### src/hdl/isab_pkg.sv
// register map and field positions for the status, address, mask and divider block
package isab_pkg;
  localparam logic [7:0] STAT_OFF      = 8'h00;
  localparam logic [7:0] ADDR_OFF      = 8'h04;
  localparam logic [7:0] MASK_OFF      = 8'h08;
  localparam logic [7:0] BRG_OFF       = 8'h0c;
  localparam logic [7:0] CTRL_OFF      = 8'h10;
  localparam logic [7:0] TXB_OFF       = 8'h14;
  localparam logic [7:0] RXB_OFF       = 8'h18;
  localparam int         ACK_BIT       = 15;
  localparam int         TRS_BIT       = 14;
  localparam int         BCL_BIT       = 10;
  localparam int         GC_BIT        = 9;
  localparam int         A10_BIT       = 8;
  localparam int         WCOL_BIT      = 7;
  localparam int         OV_BIT        = 6;
  localparam int         DA_BIT        = 5;
  localparam int         P_BIT         = 4;
  localparam int         S_BIT         = 3;
  localparam int         RW_BIT        = 2;
  localparam int         RBF_BIT       = 1;
  localparam int         TBF_BIT       = 0;
  localparam int         CTRL_ON_BIT   = 15;
  localparam int         CTRL_ADDRESS_WIDTH_SELECT_BIT = 10;
  localparam logic [9:0]  ADDR_RST     = 10'h000;
  localparam logic [9:0]  MASK_RST     = 10'h000;
  localparam logic [11:0] BRG_RST      = 12'h000;
  localparam logic [1:0]  RESP_OKAY    = 2'b00;
  localparam logic [1:0]  RESP_SLVERR  = 2'b10;
endpackage

### src/hdl/isab_top.sv
// status, own address, address mask and bit rate divider with an axi4-lite slave
//
// Chosen here: the placing of the registers and the AXI4-Lite slave port.
`timescale 1ns/1ns
// Notes on behaviour
// RQ1: status shows last sampled acknowledge, 1 meaning not acknowledged.
// RQ2: transmit-active flag is 1 during master byte plus acknowledge slot.
// RQ3: collision flag set on master bus collision, writable, cleared when disabled.
// RQ4: general call flag set on general call address, cleared at stop.
// RQ5: ten-bit match flag set on ten-bit match, cleared at stop.
// RQ6: writing transmit buffer while busy sets write clash flag until cleared.
// RQ7: byte arriving with receive buffer full sets overflow, software clears it.
// RQ8: slave data/address flag shows kind of last byte.
// RQ9: stop flag updated on start, reset or stop; cleared when disabled.
// RQ10: start flag updated on start, reset or stop; cleared when disabled.
// RQ11: slave direction flag taken from address byte, 1 for read.
// RQ12: receive full flag set on complete byte, zero when buffer empty.
// RQ13: transmit full flag set while buffer holds data, cleared on completion.
// RQ14: ten-bit own address register, resets to zero.
// RQ15: mask bit one makes that address bit a don't care.
// RQ16: mask bit zero requires address bit equal to own address.
// RQ17: mask bits nine, eight and zero used only in ten-bit mode.
// RQ18: twelve-bit divider of the clock makes the master bit rate tick.
// RQ19: address width select chooses ten-bit or seven-bit own address.
// RQ20: unimplemented upper bits read as zero and ignore writes.
module isab_top (
  // clock and reset
  input  wire logic        CLK,
  input  wire logic        RST_N,
  // axi4-lite write address, data and response
  input  wire logic [7:0]  S_AXI_AWADDR,
  input  wire logic        S_AXI_AWVALID,
  output logic             S_AXI_AWREADY,
  input  wire logic [31:0] S_AXI_WDATA,
  input  wire logic [3:0]  S_AXI_WSTRB,
  input  wire logic        S_AXI_WVALID,
  output logic             S_AXI_WREADY,
  output logic [1:0]       S_AXI_BRESP,
  output logic             S_AXI_BVALID,
  input  wire logic        S_AXI_BREADY,
  // axi4-lite read
  input  wire logic [7:0]  S_AXI_ARADDR,
  input  wire logic        S_AXI_ARVALID,
  output logic             S_AXI_ARREADY,
  output logic [31:0]      S_AXI_RDATA,
  output logic [1:0]       S_AXI_RRESP,
  output logic             S_AXI_RVALID,
  input  wire logic        S_AXI_RREADY,
  // bus engine events, same clock
  input  wire logic        ACK_SAMPLE,
  input  wire logic        ACK_NACK,
  input  wire logic        MASTER_TX_BUSY,
  input  wire logic        COLLISION_EVT,
  input  wire logic        START_EVT,
  input  wire logic        STOP_EVT,
  input  wire logic        RESET_EVT,
  input  wire logic        ADDR_BYTE_EVT,
  input  wire logic        DATA_BYTE_EVT,
  input  wire logic        SLAVE_DIR_READ,
  input  wire logic        RX_BYTE_EVT,
  input  wire logic [7:0]  RX_BYTE,
  input  wire logic        TX_DONE_EVT,
  input  wire logic        MODULE_BUSY,
  input  wire logic [9:0]  IN_ADDR,
  input  wire logic        IN_ADDR_CHECK,
  // outputs to bus engine
  output logic             ADDR_MATCH,
  output logic             GEN_CALL_MATCH,
  output logic             BAUD_TICK,
  output logic             MODULE_ON,
  output logic             TX_LOAD,
  output logic [7:0]       TX_BYTE
);
  logic        aw_hold_reg, aw_hold_next, w_hold_reg, w_hold_next;
  logic [7:0]  awaddr_reg, awaddr_next;
  logic [31:0] wdata_reg, wdata_next;
  logic [3:0]  wstrb_reg, wstrb_next;
  logic        bvalid_reg, bvalid_next, rvalid_reg, rvalid_next;
  logic [1:0]  bresp_reg, bresp_next, rresp_reg, rresp_next;
  logic [31:0] rdata_reg, rdata_next;
  logic        arready_reg, arready_next;
  logic [15:0] stat_reg, stat_next;
  logic [9:0]  addr_reg, addr_next, mask_reg, mask_next;
  logic [11:0] brg_reg, brg_next, baud_cnt_reg, baud_cnt_next;
  logic        on_reg, on_next, address_width_select_reg, address_width_select_next;
  logic [7:0]  txb_reg, txb_next, rxb_reg, rxb_next;
  logic        tick_reg, tick_next, match_reg, match_next, gc_reg, gc_next;
  logic        load_reg, load_next;
  logic        wr_go, rd_go;
  logic [31:0] wd;
  logic [9:0]  cmp_mask, diff;

  assign wr_go = aw_hold_reg && w_hold_reg && !bvalid_reg;
  assign rd_go = S_AXI_ARVALID && arready_reg;
  assign wd    = wdata_reg;

  // address compare; seven-bit mode ignores mask bits 9, 8 and 0
  always_comb begin
    cmp_mask = ~mask_reg; // RQ15 RQ16
    if (!address_width_select_reg) begin
      cmp_mask = cmp_mask & 10'h0fe; // RQ17 RQ19
    end
    diff = (IN_ADDR ^ addr_reg) & cmp_mask;
  end

  always_comb begin
    aw_hold_next  = aw_hold_reg;
    w_hold_next   = w_hold_reg;
    awaddr_next   = awaddr_reg;
    wdata_next    = wdata_reg;
    wstrb_next    = wstrb_reg;
    bvalid_next   = bvalid_reg;
    bresp_next    = bresp_reg;
    rvalid_next   = rvalid_reg;
    rresp_next    = rresp_reg;
    rdata_next    = rdata_reg;
    arready_next  = arready_reg;
    stat_next     = stat_reg;
    addr_next     = addr_reg;
    mask_next     = mask_reg;
    brg_next      = brg_reg;
    on_next       = on_reg;
    address_width_select_next     = address_width_select_reg;
    txb_next      = txb_reg;
    rxb_next      = rxb_reg;
    load_next     = 1'b0;
    match_next    = IN_ADDR_CHECK && (diff == 10'h000);
    gc_next       = IN_ADDR_CHECK && (IN_ADDR[7:0] == 8'h00);
    // bit rate divider; zero divider ticks every cycle while the module is on
    tick_next     = 1'b0;
    baud_cnt_next = baud_cnt_reg + 12'h001;
    if (baud_cnt_reg >= brg_reg) begin
      baud_cnt_next = 12'h000;
      tick_next     = on_reg; // RQ18
    end
    if (S_AXI_AWVALID && !aw_hold_reg) begin
      aw_hold_next = 1'b1;
      awaddr_next  = S_AXI_AWADDR;
    end
    if (S_AXI_WVALID && !w_hold_reg) begin
      w_hold_next = 1'b1;
      wdata_next  = S_AXI_WDATA;
      wstrb_next  = S_AXI_WSTRB;
    end
    if (bvalid_reg && S_AXI_BREADY) begin
      bvalid_next = 1'b0;
    end
    // software writes first, hardware events after so a set wins
    if (wr_go) begin
      aw_hold_next = 1'b0;
      w_hold_next  = 1'b0;
      bvalid_next  = 1'b1;
      bresp_next   = isab_pkg::RESP_OKAY;
      case (awaddr_reg)
        isab_pkg::STAT_OFF: begin
          if (wstrb_reg[1]) begin
            stat_next[isab_pkg::BCL_BIT] = wd[isab_pkg::BCL_BIT]; // RQ3
          end
          if (wstrb_reg[0]) begin
            stat_next[isab_pkg::WCOL_BIT] = wd[isab_pkg::WCOL_BIT]; // RQ6
            stat_next[isab_pkg::OV_BIT]   = wd[isab_pkg::OV_BIT]; // RQ7
            stat_next[isab_pkg::P_BIT]    = wd[isab_pkg::P_BIT];
            stat_next[isab_pkg::S_BIT]    = wd[isab_pkg::S_BIT];
          end
        end
        isab_pkg::ADDR_OFF: begin
          if (wstrb_reg[0]) addr_next[7:0] = wd[7:0]; // RQ14
          if (wstrb_reg[1]) addr_next[9:8] = wd[9:8]; // RQ20
        end
        isab_pkg::MASK_OFF: begin
          if (wstrb_reg[0]) mask_next[7:0] = wd[7:0];
          if (wstrb_reg[1]) mask_next[9:8] = wd[9:8];
        end
        isab_pkg::BRG_OFF: begin
          if (wstrb_reg[0]) brg_next[7:0]  = wd[7:0]; // RQ18
          if (wstrb_reg[1]) brg_next[11:8] = wd[11:8];
        end
        isab_pkg::CTRL_OFF: begin
          if (wstrb_reg[1]) begin
            on_next   = wd[isab_pkg::CTRL_ON_BIT];
            address_width_select_next = wd[isab_pkg::CTRL_ADDRESS_WIDTH_SELECT_BIT]; // RQ19
          end
        end
        isab_pkg::TXB_OFF: begin
          if (wstrb_reg[0]) begin
            if (MODULE_BUSY || stat_reg[isab_pkg::TBF_BIT]) begin
              stat_next[isab_pkg::WCOL_BIT] = 1'b1; // RQ6
            end else begin
              txb_next = wd[7:0];
              load_next = 1'b1;
              stat_next[isab_pkg::TBF_BIT] = 1'b1; // RQ13
            end
          end
        end
        isab_pkg::RXB_OFF: begin
        end
        default: begin
          bresp_next = isab_pkg::RESP_SLVERR;
        end
      endcase
    end
    if (rvalid_reg && S_AXI_RREADY) begin
      rvalid_next  = 1'b0;
      arready_next = 1'b1;
    end
    if (rd_go) begin
      arready_next = 1'b0;
      rvalid_next  = 1'b1;
      rresp_next   = isab_pkg::RESP_OKAY;
      rdata_next   = 32'h0000_0000; // RQ20
      case (S_AXI_ARADDR)
        isab_pkg::STAT_OFF: rdata_next[15:0] = stat_reg;
        isab_pkg::ADDR_OFF: rdata_next[9:0]  = addr_reg;
        isab_pkg::MASK_OFF: rdata_next[9:0]  = mask_reg;
        isab_pkg::BRG_OFF:  rdata_next[11:0] = brg_reg;
        isab_pkg::CTRL_OFF: begin
          rdata_next[isab_pkg::CTRL_ON_BIT]   = on_reg;
          rdata_next[isab_pkg::CTRL_ADDRESS_WIDTH_SELECT_BIT] = address_width_select_reg;
        end
        isab_pkg::TXB_OFF:  rdata_next[7:0]  = txb_reg;
        isab_pkg::RXB_OFF: begin
          rdata_next[7:0] = rxb_reg;
          stat_next[isab_pkg::RBF_BIT] = 1'b0; // RQ12
        end
        default: rresp_next = isab_pkg::RESP_SLVERR;
      endcase
    end
    // hardware events
    if (ACK_SAMPLE) stat_next[isab_pkg::ACK_BIT] = ACK_NACK; // RQ1
    stat_next[isab_pkg::TRS_BIT] = MASTER_TX_BUSY; // RQ2
    if (COLLISION_EVT) stat_next[isab_pkg::BCL_BIT] = 1'b1; // RQ3
    if (STOP_EVT) begin
      stat_next[isab_pkg::GC_BIT]  = 1'b0; // RQ4
      stat_next[isab_pkg::A10_BIT] = 1'b0; // RQ5
    end
    if (gc_reg) stat_next[isab_pkg::GC_BIT] = 1'b1; // RQ4
    if (match_reg && address_width_select_reg) stat_next[isab_pkg::A10_BIT] = 1'b1; // RQ5
    if (ADDR_BYTE_EVT) begin
      stat_next[isab_pkg::DA_BIT] = 1'b0; // RQ8
      stat_next[isab_pkg::RW_BIT] = SLAVE_DIR_READ; // RQ11
    end
    if (DATA_BYTE_EVT) stat_next[isab_pkg::DA_BIT] = 1'b1; // RQ8
    if (START_EVT || STOP_EVT || RESET_EVT) begin
      stat_next[isab_pkg::P_BIT] = STOP_EVT; // RQ9
      stat_next[isab_pkg::S_BIT] = START_EVT && !STOP_EVT; // RQ10
    end
    // a buffer read in the same cycle frees it, so the new byte is kept
    if (RX_BYTE_EVT) begin
      if (stat_next[isab_pkg::RBF_BIT]) begin
        stat_next[isab_pkg::OV_BIT] = 1'b1; // RQ7
      end else begin
        rxb_next = RX_BYTE;
        stat_next[isab_pkg::RBF_BIT] = 1'b1; // RQ12
      end
    end
    if (TX_DONE_EVT && !load_next) stat_next[isab_pkg::TBF_BIT] = 1'b0; // RQ13
    // module disable clears these flags
    if (!on_reg) begin
      stat_next[isab_pkg::BCL_BIT] = 1'b0; // RQ3
      stat_next[isab_pkg::P_BIT]   = 1'b0; // RQ9
      stat_next[isab_pkg::S_BIT]   = 1'b0; // RQ10
    end
    stat_next[13:11] = 3'b000; // RQ20
  end

  always_ff @(posedge CLK or negedge RST_N) begin
    if (!RST_N) begin
      aw_hold_reg  <= 1'b0;
      w_hold_reg   <= 1'b0;
      awaddr_reg   <= 8'h00;
      wdata_reg    <= 32'h0000_0000;
      wstrb_reg    <= 4'h0;
      bvalid_reg   <= 1'b0;
      bresp_reg    <= 2'b00;
      rvalid_reg   <= 1'b0;
      rresp_reg    <= 2'b00;
      rdata_reg    <= 32'h0000_0000;
      arready_reg  <= 1'b1;
      stat_reg     <= 16'h0000;
      addr_reg     <= isab_pkg::ADDR_RST;
      mask_reg     <= isab_pkg::MASK_RST;
      brg_reg      <= isab_pkg::BRG_RST;
      baud_cnt_reg <= 12'h000;
      on_reg       <= 1'b0;
      address_width_select_reg     <= 1'b0;
      txb_reg      <= 8'h00;
      rxb_reg      <= 8'h00;
      tick_reg     <= 1'b0;
      match_reg    <= 1'b0;
      gc_reg       <= 1'b0;
      load_reg     <= 1'b0;
    end else begin
      aw_hold_reg  <= aw_hold_next;
      w_hold_reg   <= w_hold_next;
      awaddr_reg   <= awaddr_next;
      wdata_reg    <= wdata_next;
      wstrb_reg    <= wstrb_next;
      bvalid_reg   <= bvalid_next;
      bresp_reg    <= bresp_next;
      rvalid_reg   <= rvalid_next;
      rresp_reg    <= rresp_next;
      rdata_reg    <= rdata_next;
      arready_reg  <= arready_next;
      stat_reg     <= stat_next;
      addr_reg     <= addr_next;
      mask_reg     <= mask_next;
      brg_reg      <= brg_next;
      baud_cnt_reg <= baud_cnt_next;
      on_reg       <= on_next;
      address_width_select_reg     <= address_width_select_next;
      txb_reg      <= txb_next;
      rxb_reg      <= rxb_next;
      tick_reg     <= tick_next;
      match_reg    <= match_next;
      gc_reg       <= gc_next;
      load_reg     <= load_next;
    end
  end

  assign S_AXI_AWREADY  = !aw_hold_reg;
  assign S_AXI_WREADY   = !w_hold_reg;
  assign S_AXI_BVALID   = bvalid_reg;
  assign S_AXI_BRESP    = bresp_reg;
  assign S_AXI_ARREADY  = arready_reg;
  assign S_AXI_RVALID   = rvalid_reg;
  assign S_AXI_RRESP    = rresp_reg;
  assign S_AXI_RDATA    = rdata_reg;
  assign ADDR_MATCH     = match_reg;
  assign GEN_CALL_MATCH = gc_reg;
  assign BAUD_TICK      = tick_reg;
  assign MODULE_ON      = on_reg;
  assign TX_LOAD        = load_reg;
  assign TX_BYTE        = txb_reg;

  // assertions
  property p_ack;
    @(posedge CLK) disable iff (!RST_N)
      ACK_SAMPLE |=> stat_reg[isab_pkg::ACK_BIT] == $past(ACK_NACK);
  endproperty
  a_ack: assert property (p_ack) else $error("ack status wrong"); // RQ1
  property p_trs;
    @(posedge CLK) disable iff (!RST_N)
      1'b1 |=> stat_reg[isab_pkg::TRS_BIT] == $past(MASTER_TX_BUSY);
  endproperty
  a_trs: assert property (p_trs) else $error("tx active wrong"); // RQ2
  property p_bcl;
    @(posedge CLK) disable iff (!RST_N)
      (COLLISION_EVT && on_reg) |=> stat_reg[isab_pkg::BCL_BIT];
  endproperty
  a_bcl: assert property (p_bcl) else $error("collision not set"); // RQ3
  property p_off;
    @(posedge CLK) disable iff (!RST_N)
      !on_reg |=> !stat_reg[isab_pkg::P_BIT] && !stat_reg[isab_pkg::S_BIT];
  endproperty
  a_off: assert property (p_off) else $error("flags kept when off"); // RQ9
  property p_stop;
    @(posedge CLK) disable iff (!RST_N)
      (STOP_EVT && on_reg) |=> stat_reg[isab_pkg::P_BIT] && !stat_reg[isab_pkg::S_BIT];
  endproperty
  a_stop: assert property (p_stop) else $error("stop flag wrong"); // RQ10
  property p_ov;
    @(posedge CLK) disable iff (!RST_N)
      (RX_BYTE_EVT && stat_reg[isab_pkg::RBF_BIT] &&
       !(rd_go && S_AXI_ARADDR == isab_pkg::RXB_OFF)) |=> stat_reg[isab_pkg::OV_BIT];
  endproperty
  a_ov: assert property (p_ov) else $error("overflow not set"); // RQ7
  property p_rbf;
    @(posedge CLK) disable iff (!RST_N)
      (RX_BYTE_EVT && !stat_reg[isab_pkg::RBF_BIT]) |=>
        stat_reg[isab_pkg::RBF_BIT] && rxb_reg == $past(RX_BYTE);
  endproperty
  a_rbf: assert property (p_rbf) else $error("receive not stored"); // RQ12
  property p_match;
    @(posedge CLK) disable iff (!RST_N)
      (IN_ADDR_CHECK && !address_width_select_reg && ((IN_ADDR ^ addr_reg) & ~mask_reg & 10'h0fe) == 10'h000)
        |=> ADDR_MATCH;
  endproperty
  a_match: assert property (p_match) else $error("seven-bit match missed"); // RQ17
  property p_tick;
    @(posedge CLK) disable iff (!RST_N)
      (on_reg && brg_reg == 12'h000 && $past(on_reg) && $past(brg_reg) == 12'h000)
        |=> BAUD_TICK;
  endproperty
  a_tick: assert property (p_tick) else $error("divider tick missing"); // RQ18
  property p_tick_gap;
    @(posedge CLK) disable iff (!RST_N)
      (BAUD_TICK && brg_reg != 12'h000) |=> !BAUD_TICK;
  endproperty
  a_tick_gap: assert property (p_tick_gap) else $error("divider tick too soon"); // RQ18
endmodule

### config.mk
export PLATFORM = sky130hd
export DESIGN_NAME = isab_top
export DESIGN_NICKNAME = d
export VERILOG_FILES = /design/src/hdl/isab_pkg.sv /design/src/hdl/isab_top.sv
export SDC_FILE = /design/constraint.sdc
export NUM_CORES = 1
export LEC_CHECK = 0
export CORE_ASPECT_RATIO = 1.5
export CORE_MARGIN = 4
export CORE_UTILIZATION = 25
export DETAILED_ROUTE_END_ITERATION = 10
export DONT_BUFFER_PORTS = 1
export SYNTH_ARGS = -nofsm -noshare
export SYNTH_HDL_FRONTEND = slang
export SYNTH_SLANG_ARGS = --single-unit
### constraint.sdc
create_clock -name CLK -period 3.7 [get_ports CLK]
set_input_delay 0.74 -clock CLK [delete_from_list [all_inputs] [get_ports CLK]]
set_output_delay 0.74 -clock CLK [all_outputs]
set_load 0.02 [all_outputs]
* Yosys cells after proc, flatten, opt, wreduce, memory -nomap -nowiden *
Index checks and enable logic that the tools add are counted.

storage, ports and cells
  flip-flop bits (word level) = 130
  input port bits = 91
  output and inout port bits = 54
  word-level logic and storage cells = 171

operators by class
  add/subtract/negate cells = 1
  $lt $le $gt $ge = 1
  equality and inequality tests = 22
  multiplexer cells = 56
  bitwise operators = 5
  reductions and logical operators = 50

operators with widths
  operator                                              count
  equality test 8 x 5 -> 1 bit (second input constant)  6
  case mux 8 bit (6 select lines)                       1
  2-to-1 mux 1 bit                                      39
  equality test 8 x 4 -> 1 bit (second input constant)  4
  AND reduction 3 bit                                   9
  zero test 8 bit                                       3
  nonzero test 2 bit                                    11
  2-to-1 mux 2 bit                                      9
  equality test 8 x 3 -> 1 bit (second input constant)  2
  OR reduction 7 bit                                    2
  adder 12 x 1 -> 12 bit (second input constant)        1
  greater-or-equal comparator 12 bit                    1
  logical AND 1 bit                                     12
  2-to-1 mux 12 bit                                     1
  bitwise AND 10 bit                                    1
  zero test 10 bit                                      1
  2-to-1 mux 10 bit                                     1
  inverter 10 bit                                       1
  bitwise XOR 10 bit                                    1
  != test 3 x 2 -> 1 bit (second input constant)        3
  case mux 2 bit (4 select lines)                       1
  AND reduction 4 bit                                   2
  != test 2 bit (second input constant)                 3
  != test 3 x 1 -> 1 bit (second input constant)        2
  other kinds (10)                                      18

* Depth between registers and ports, before layout *
  depth after elaboration = 9
  mapped depth = 8
  depth with buffers taken out = 7

* Least setup slack after synthesis *
OpenSTA, ideal clock, no wires.

  kind = input -> register
  start = input port S_AXI_ARADDR[3]
  end = register rxb_reg[0]
  library setup time = 0.125 ns
  data arrival time = 2.086 ns
  required time = 3.575 ns
  path slack = 1.490 ns
  stages = 6
  cell sequence = buf_2 -> and2b_1 -> nand2_1 -> o31ai_1 -> nand2_1 -> mux2_2

between the ends
  longest elaborated chain between the ends = 5

ends and longest elaborated chain
  element                        line             RTL
  from (decl)                    isab_top.sv:42   input wire logic [7:0] S_AXI_ARADDR,
  equality test 8 x 5 -> 1 bit   isab_top.sv:211  case (S_AXI_ARADDR)
  2-to-1 mux 1 bit               isab_top.sv:211
  2-to-1 mux 1 bit               isab_top.sv:206  if (rd_go) begin
  inverter 1 bit (no line)       n/a
  AND reduction 2 bit (no line)  n/a
  to (signal assigned)           isab_top.sv:312  rxb_reg <= rxb_next;
  to (decl)                      isab_top.sv:86   logic [7:0] txb_reg, txb_next, rxb_reg, rxb_next;

Every way passes these cells.
A chain may end at the register's enable or synchronous reset.

* Worst setup path in the final report *
  start = register bvalid_reg (netlist: S_AXI_BVALID)
  end = register brg_reg[0]

between the ends
  longest elaborated chain between the ends = 3

ends and longest elaborated chain
  element                        line             RTL
  from (decl)                    isab_top.sv:78   logic bvalid_reg, bvalid_next, rvalid_reg, rvalid_next;
  from (signal assigned)         isab_top.sv:298  bvalid_reg <= bvalid_next;
  zero test 1 bit                isab_top.sv:93   assign wr_go = aw_hold_reg && w_hold_reg && !bvalid_reg;
  logical AND 1 bit              isab_top.sv:93
  AND reduction 3 bit (no line)  n/a
  to (signal assigned)           isab_top.sv:282  brg_reg <= isab_pkg::BRG_RST;
  to (signal assigned)           isab_top.sv:307  brg_reg <= brg_next;
  to (decl)                      isab_top.sv:84   logic [11:0] brg_reg, brg_next, baud_cnt_reg, baud_cnt_next;

Every way passes these cells.

==> results.cfg <==
[layout]
largest_reg_flops = 14
mostFrequentLayoutCells = dfrtp_1, mux2_2, nand2_1
drive_above_1_share = 0.211
nets = 642
seqCellArea_sq_um = 3080
syn_to_final_growth_pct = 14.8
multi_input_area_sq_um = 2620
fill_cells = 2372
mostFrequentLayoutCell = dfrtp_1
fin_cells = 867

[yosys]
synth_seq_area_share = 0.518
syn-cell-area_sq_um = 5950
yosys_warnings = 0
synth_area_per_cell_sq_um = 11.2
ys_async_sr_fraction = 1.00
ys.flop_type = dfrtp_1
ys_seq_elements = 123
synth_cells = 529
synth_edf_count = 0
yosys.cell_types.count = 54

[routing]
dr_total_vias = 3966
antenna_left = 0
firstDrtPassIters = 4
wire_per_inst_um = 18.2
drtIter0Drc = 185
routed_wl_um = 15800
drc = 0
post_drt_via_cell_ratio = 4.57

[place]
dp_hpwl_um = 12300
dp_cells = 833
place_congestion = 0.801
portBuffers = 0

[floorplan]
core-area_sq_um = 23200
initial_core_util = 0.256
fp.dieH_um = 197
rows = 68
dieArea_sq_um = 26400
ioPinCount = 145
die_w_um = 134

[sta]
worstMarginPinSlew_ns = 0.845
fin_crit_ns = 2.49
rsz0062_at_grt = no
finalHoldViolCount = 0
finClkSkew_ns = 0.0125
clock.fmax_mhz = 402
slew_viol_final = 0
tns_ns = 0
maxSlewHeadroom = 0.435
post-route-period-util = 0.672
setup_viol = 0

[pwr]
power.density_nw_per_um2 = 610
power_uw = 4170
ir_drop_v = 0.000323
leakage_uw = 0.00298

[clocking]
clk-insertion-delay-late_ns = 0.42
root_buffer = clkbuf_16
clockBufferDepth = 2
htree_levels = 4
path_clk_slew_ns = 0.06
cts_tree = yes
cts_buffers = 17
cts_num_sinks = 123

[global_routing]
grt.total_usage = 0.123
grt_max_degree = 107
grt.overflow.total = 0
grt_pass1_wl_um = 24600
antenna_found_initial = 3
grt_pass1_vias = 4103

[min_path]
worstHoldPathType = input pin to asynchronous set/reset pin

[run_status]
outcome = completed

[setup_path]
cp_max_fo = 15
worstSetupEndpointType = register
crit_arrival_ns = 2.79
cp.required_ns = 4.00
path_class = register to register
worstSetupStartpointType = register

[flow_run]
cap_violations = 0
-- report_power, final --
group,switching (uW),internal [uW]
Combinational,345,322
Sequential,306,1580
Clock,610,1000
-- cell usage after synthesis (3+ instances only) --
cell type,number,area [sq um]
dfrtp_1,122,3050
mux2_2,67,754
nand2_1,62,233
o21ai_0,37,185
inv_1,29,109
nor2_1,24,90.1
buf_4,20,150
ha_1,13,163
xnor2_1,13,114
mux2i_1,12,120
nand3_1,11,55.1
clkbuf_1,10,37.5
o31ai_1,7,52.6
xor2_1,7,61.3
a21oi_1,6,30.0
a31oi_1,6,37.5
nor4_1,6,37.5
a21o_1,5,37.5
a22oi_1,5,37.5
a22o_1,4,35.0
and3_1,4,25.0
buf_2,4,20.0
mux4_2,4,90.1
nor2b_1,4,25.0
o22ai_1,4,25.0
a211oi_1,3,22.5
and2_1,3,18.8
nand4_1,3,18.8
nor3_1,3,15.0
-- logic make-up after synthesis --
| logic type | count (synthesis) | synth area share |
|---|---|---|
| xor gates and xnor gates | 20 | 0.0295 |
| buffers and inverters | 65 | 0.0545 |
| AOI/OAI and AO/OA | 91 | 0.0980 |
| adders and majority gates | 13 | 0.0274 |
| DFF | 123 | 0.518 |
| and+or+nand+nor | 133 | 0.110 |
| other | 1 | 0.000631 |
| muxes | 83 | 0.162 |
-- repair_timing --
item | in CTS | in global routing
buffers inserted | 0 | 0
setup endpoints to repair | 0 | 0
gates resized for setup | 0 | 0
endpoints found under the hold margin | 18 | 0
hold buffers | 1 | 0
-- routing by layer --
metal / vias up / track usage / share of wire
met3: 36 / 0.0488 / 0.071
li1: 1852 / - / -
met2: 103 / 0.226 / 0.54
met1: 1969 / 0.125 / 0.36
met5: - / 0 / 0.0027
met4: 6 / 0.0492 / 0.025
-- path summary, 6_finish.rpt --
check / depth (start not counted) / slack, ns / from / to
worst max-delay path: 4 / 1.21 / S_AXI_BVALID / brg_reg[0]
worst min-delay path: 0 / 0.03 / RST_N / wstrb_reg[0]
worst max register to register: 4 / 1.21 / S_AXI_BVALID / brg_reg[0]
worst min register to register: 1 / 0.48 / stat_reg[9] / stat_reg[9]
max in group asynchronous: 1 / 2.30 / RST_N / w_hold_reg
min in group CLK: 0 / 0.35 / MASTER_TX_BUSY / stat_reg[14]
-- worst max-delay path: stages (launching register included) --
cell	delay (ns)
dfrtp_1	0.46
nand3b_1	0.43
nor4_1	0.49
and4_1	0.60
mux2_2	0.39
-- layout make-up --
class,count,share of cell area
Sequential cell,123,0.451
Antenna cell,1,0.000367
Clock buffer,20,0.0654
Tap cell,315,0.0577
Clock inverter,12,0.0183
Timing Repair Buffer,7,0.00806
Multi-Input combinational cell,360,0.383
Inverter,29,0.0159
-- metrics by stage --
stage	utilization	instance area, sq um	setup WS [ns]	hold WS (ns)
6_report	0.294	6830	1.21	0.0313
3_3_place_gp	0.269	6240	1.09	0.448
4_1_cts	0.294	6820	1.18	0.00250
3_5_place_dp	0.269	6240	1.04	0.447
5_1_grt	0.294	6820	1.05	0.00483
2_1_floorplan	-	6020	1.49	0.444
Power figures use the tool's default switching activity.
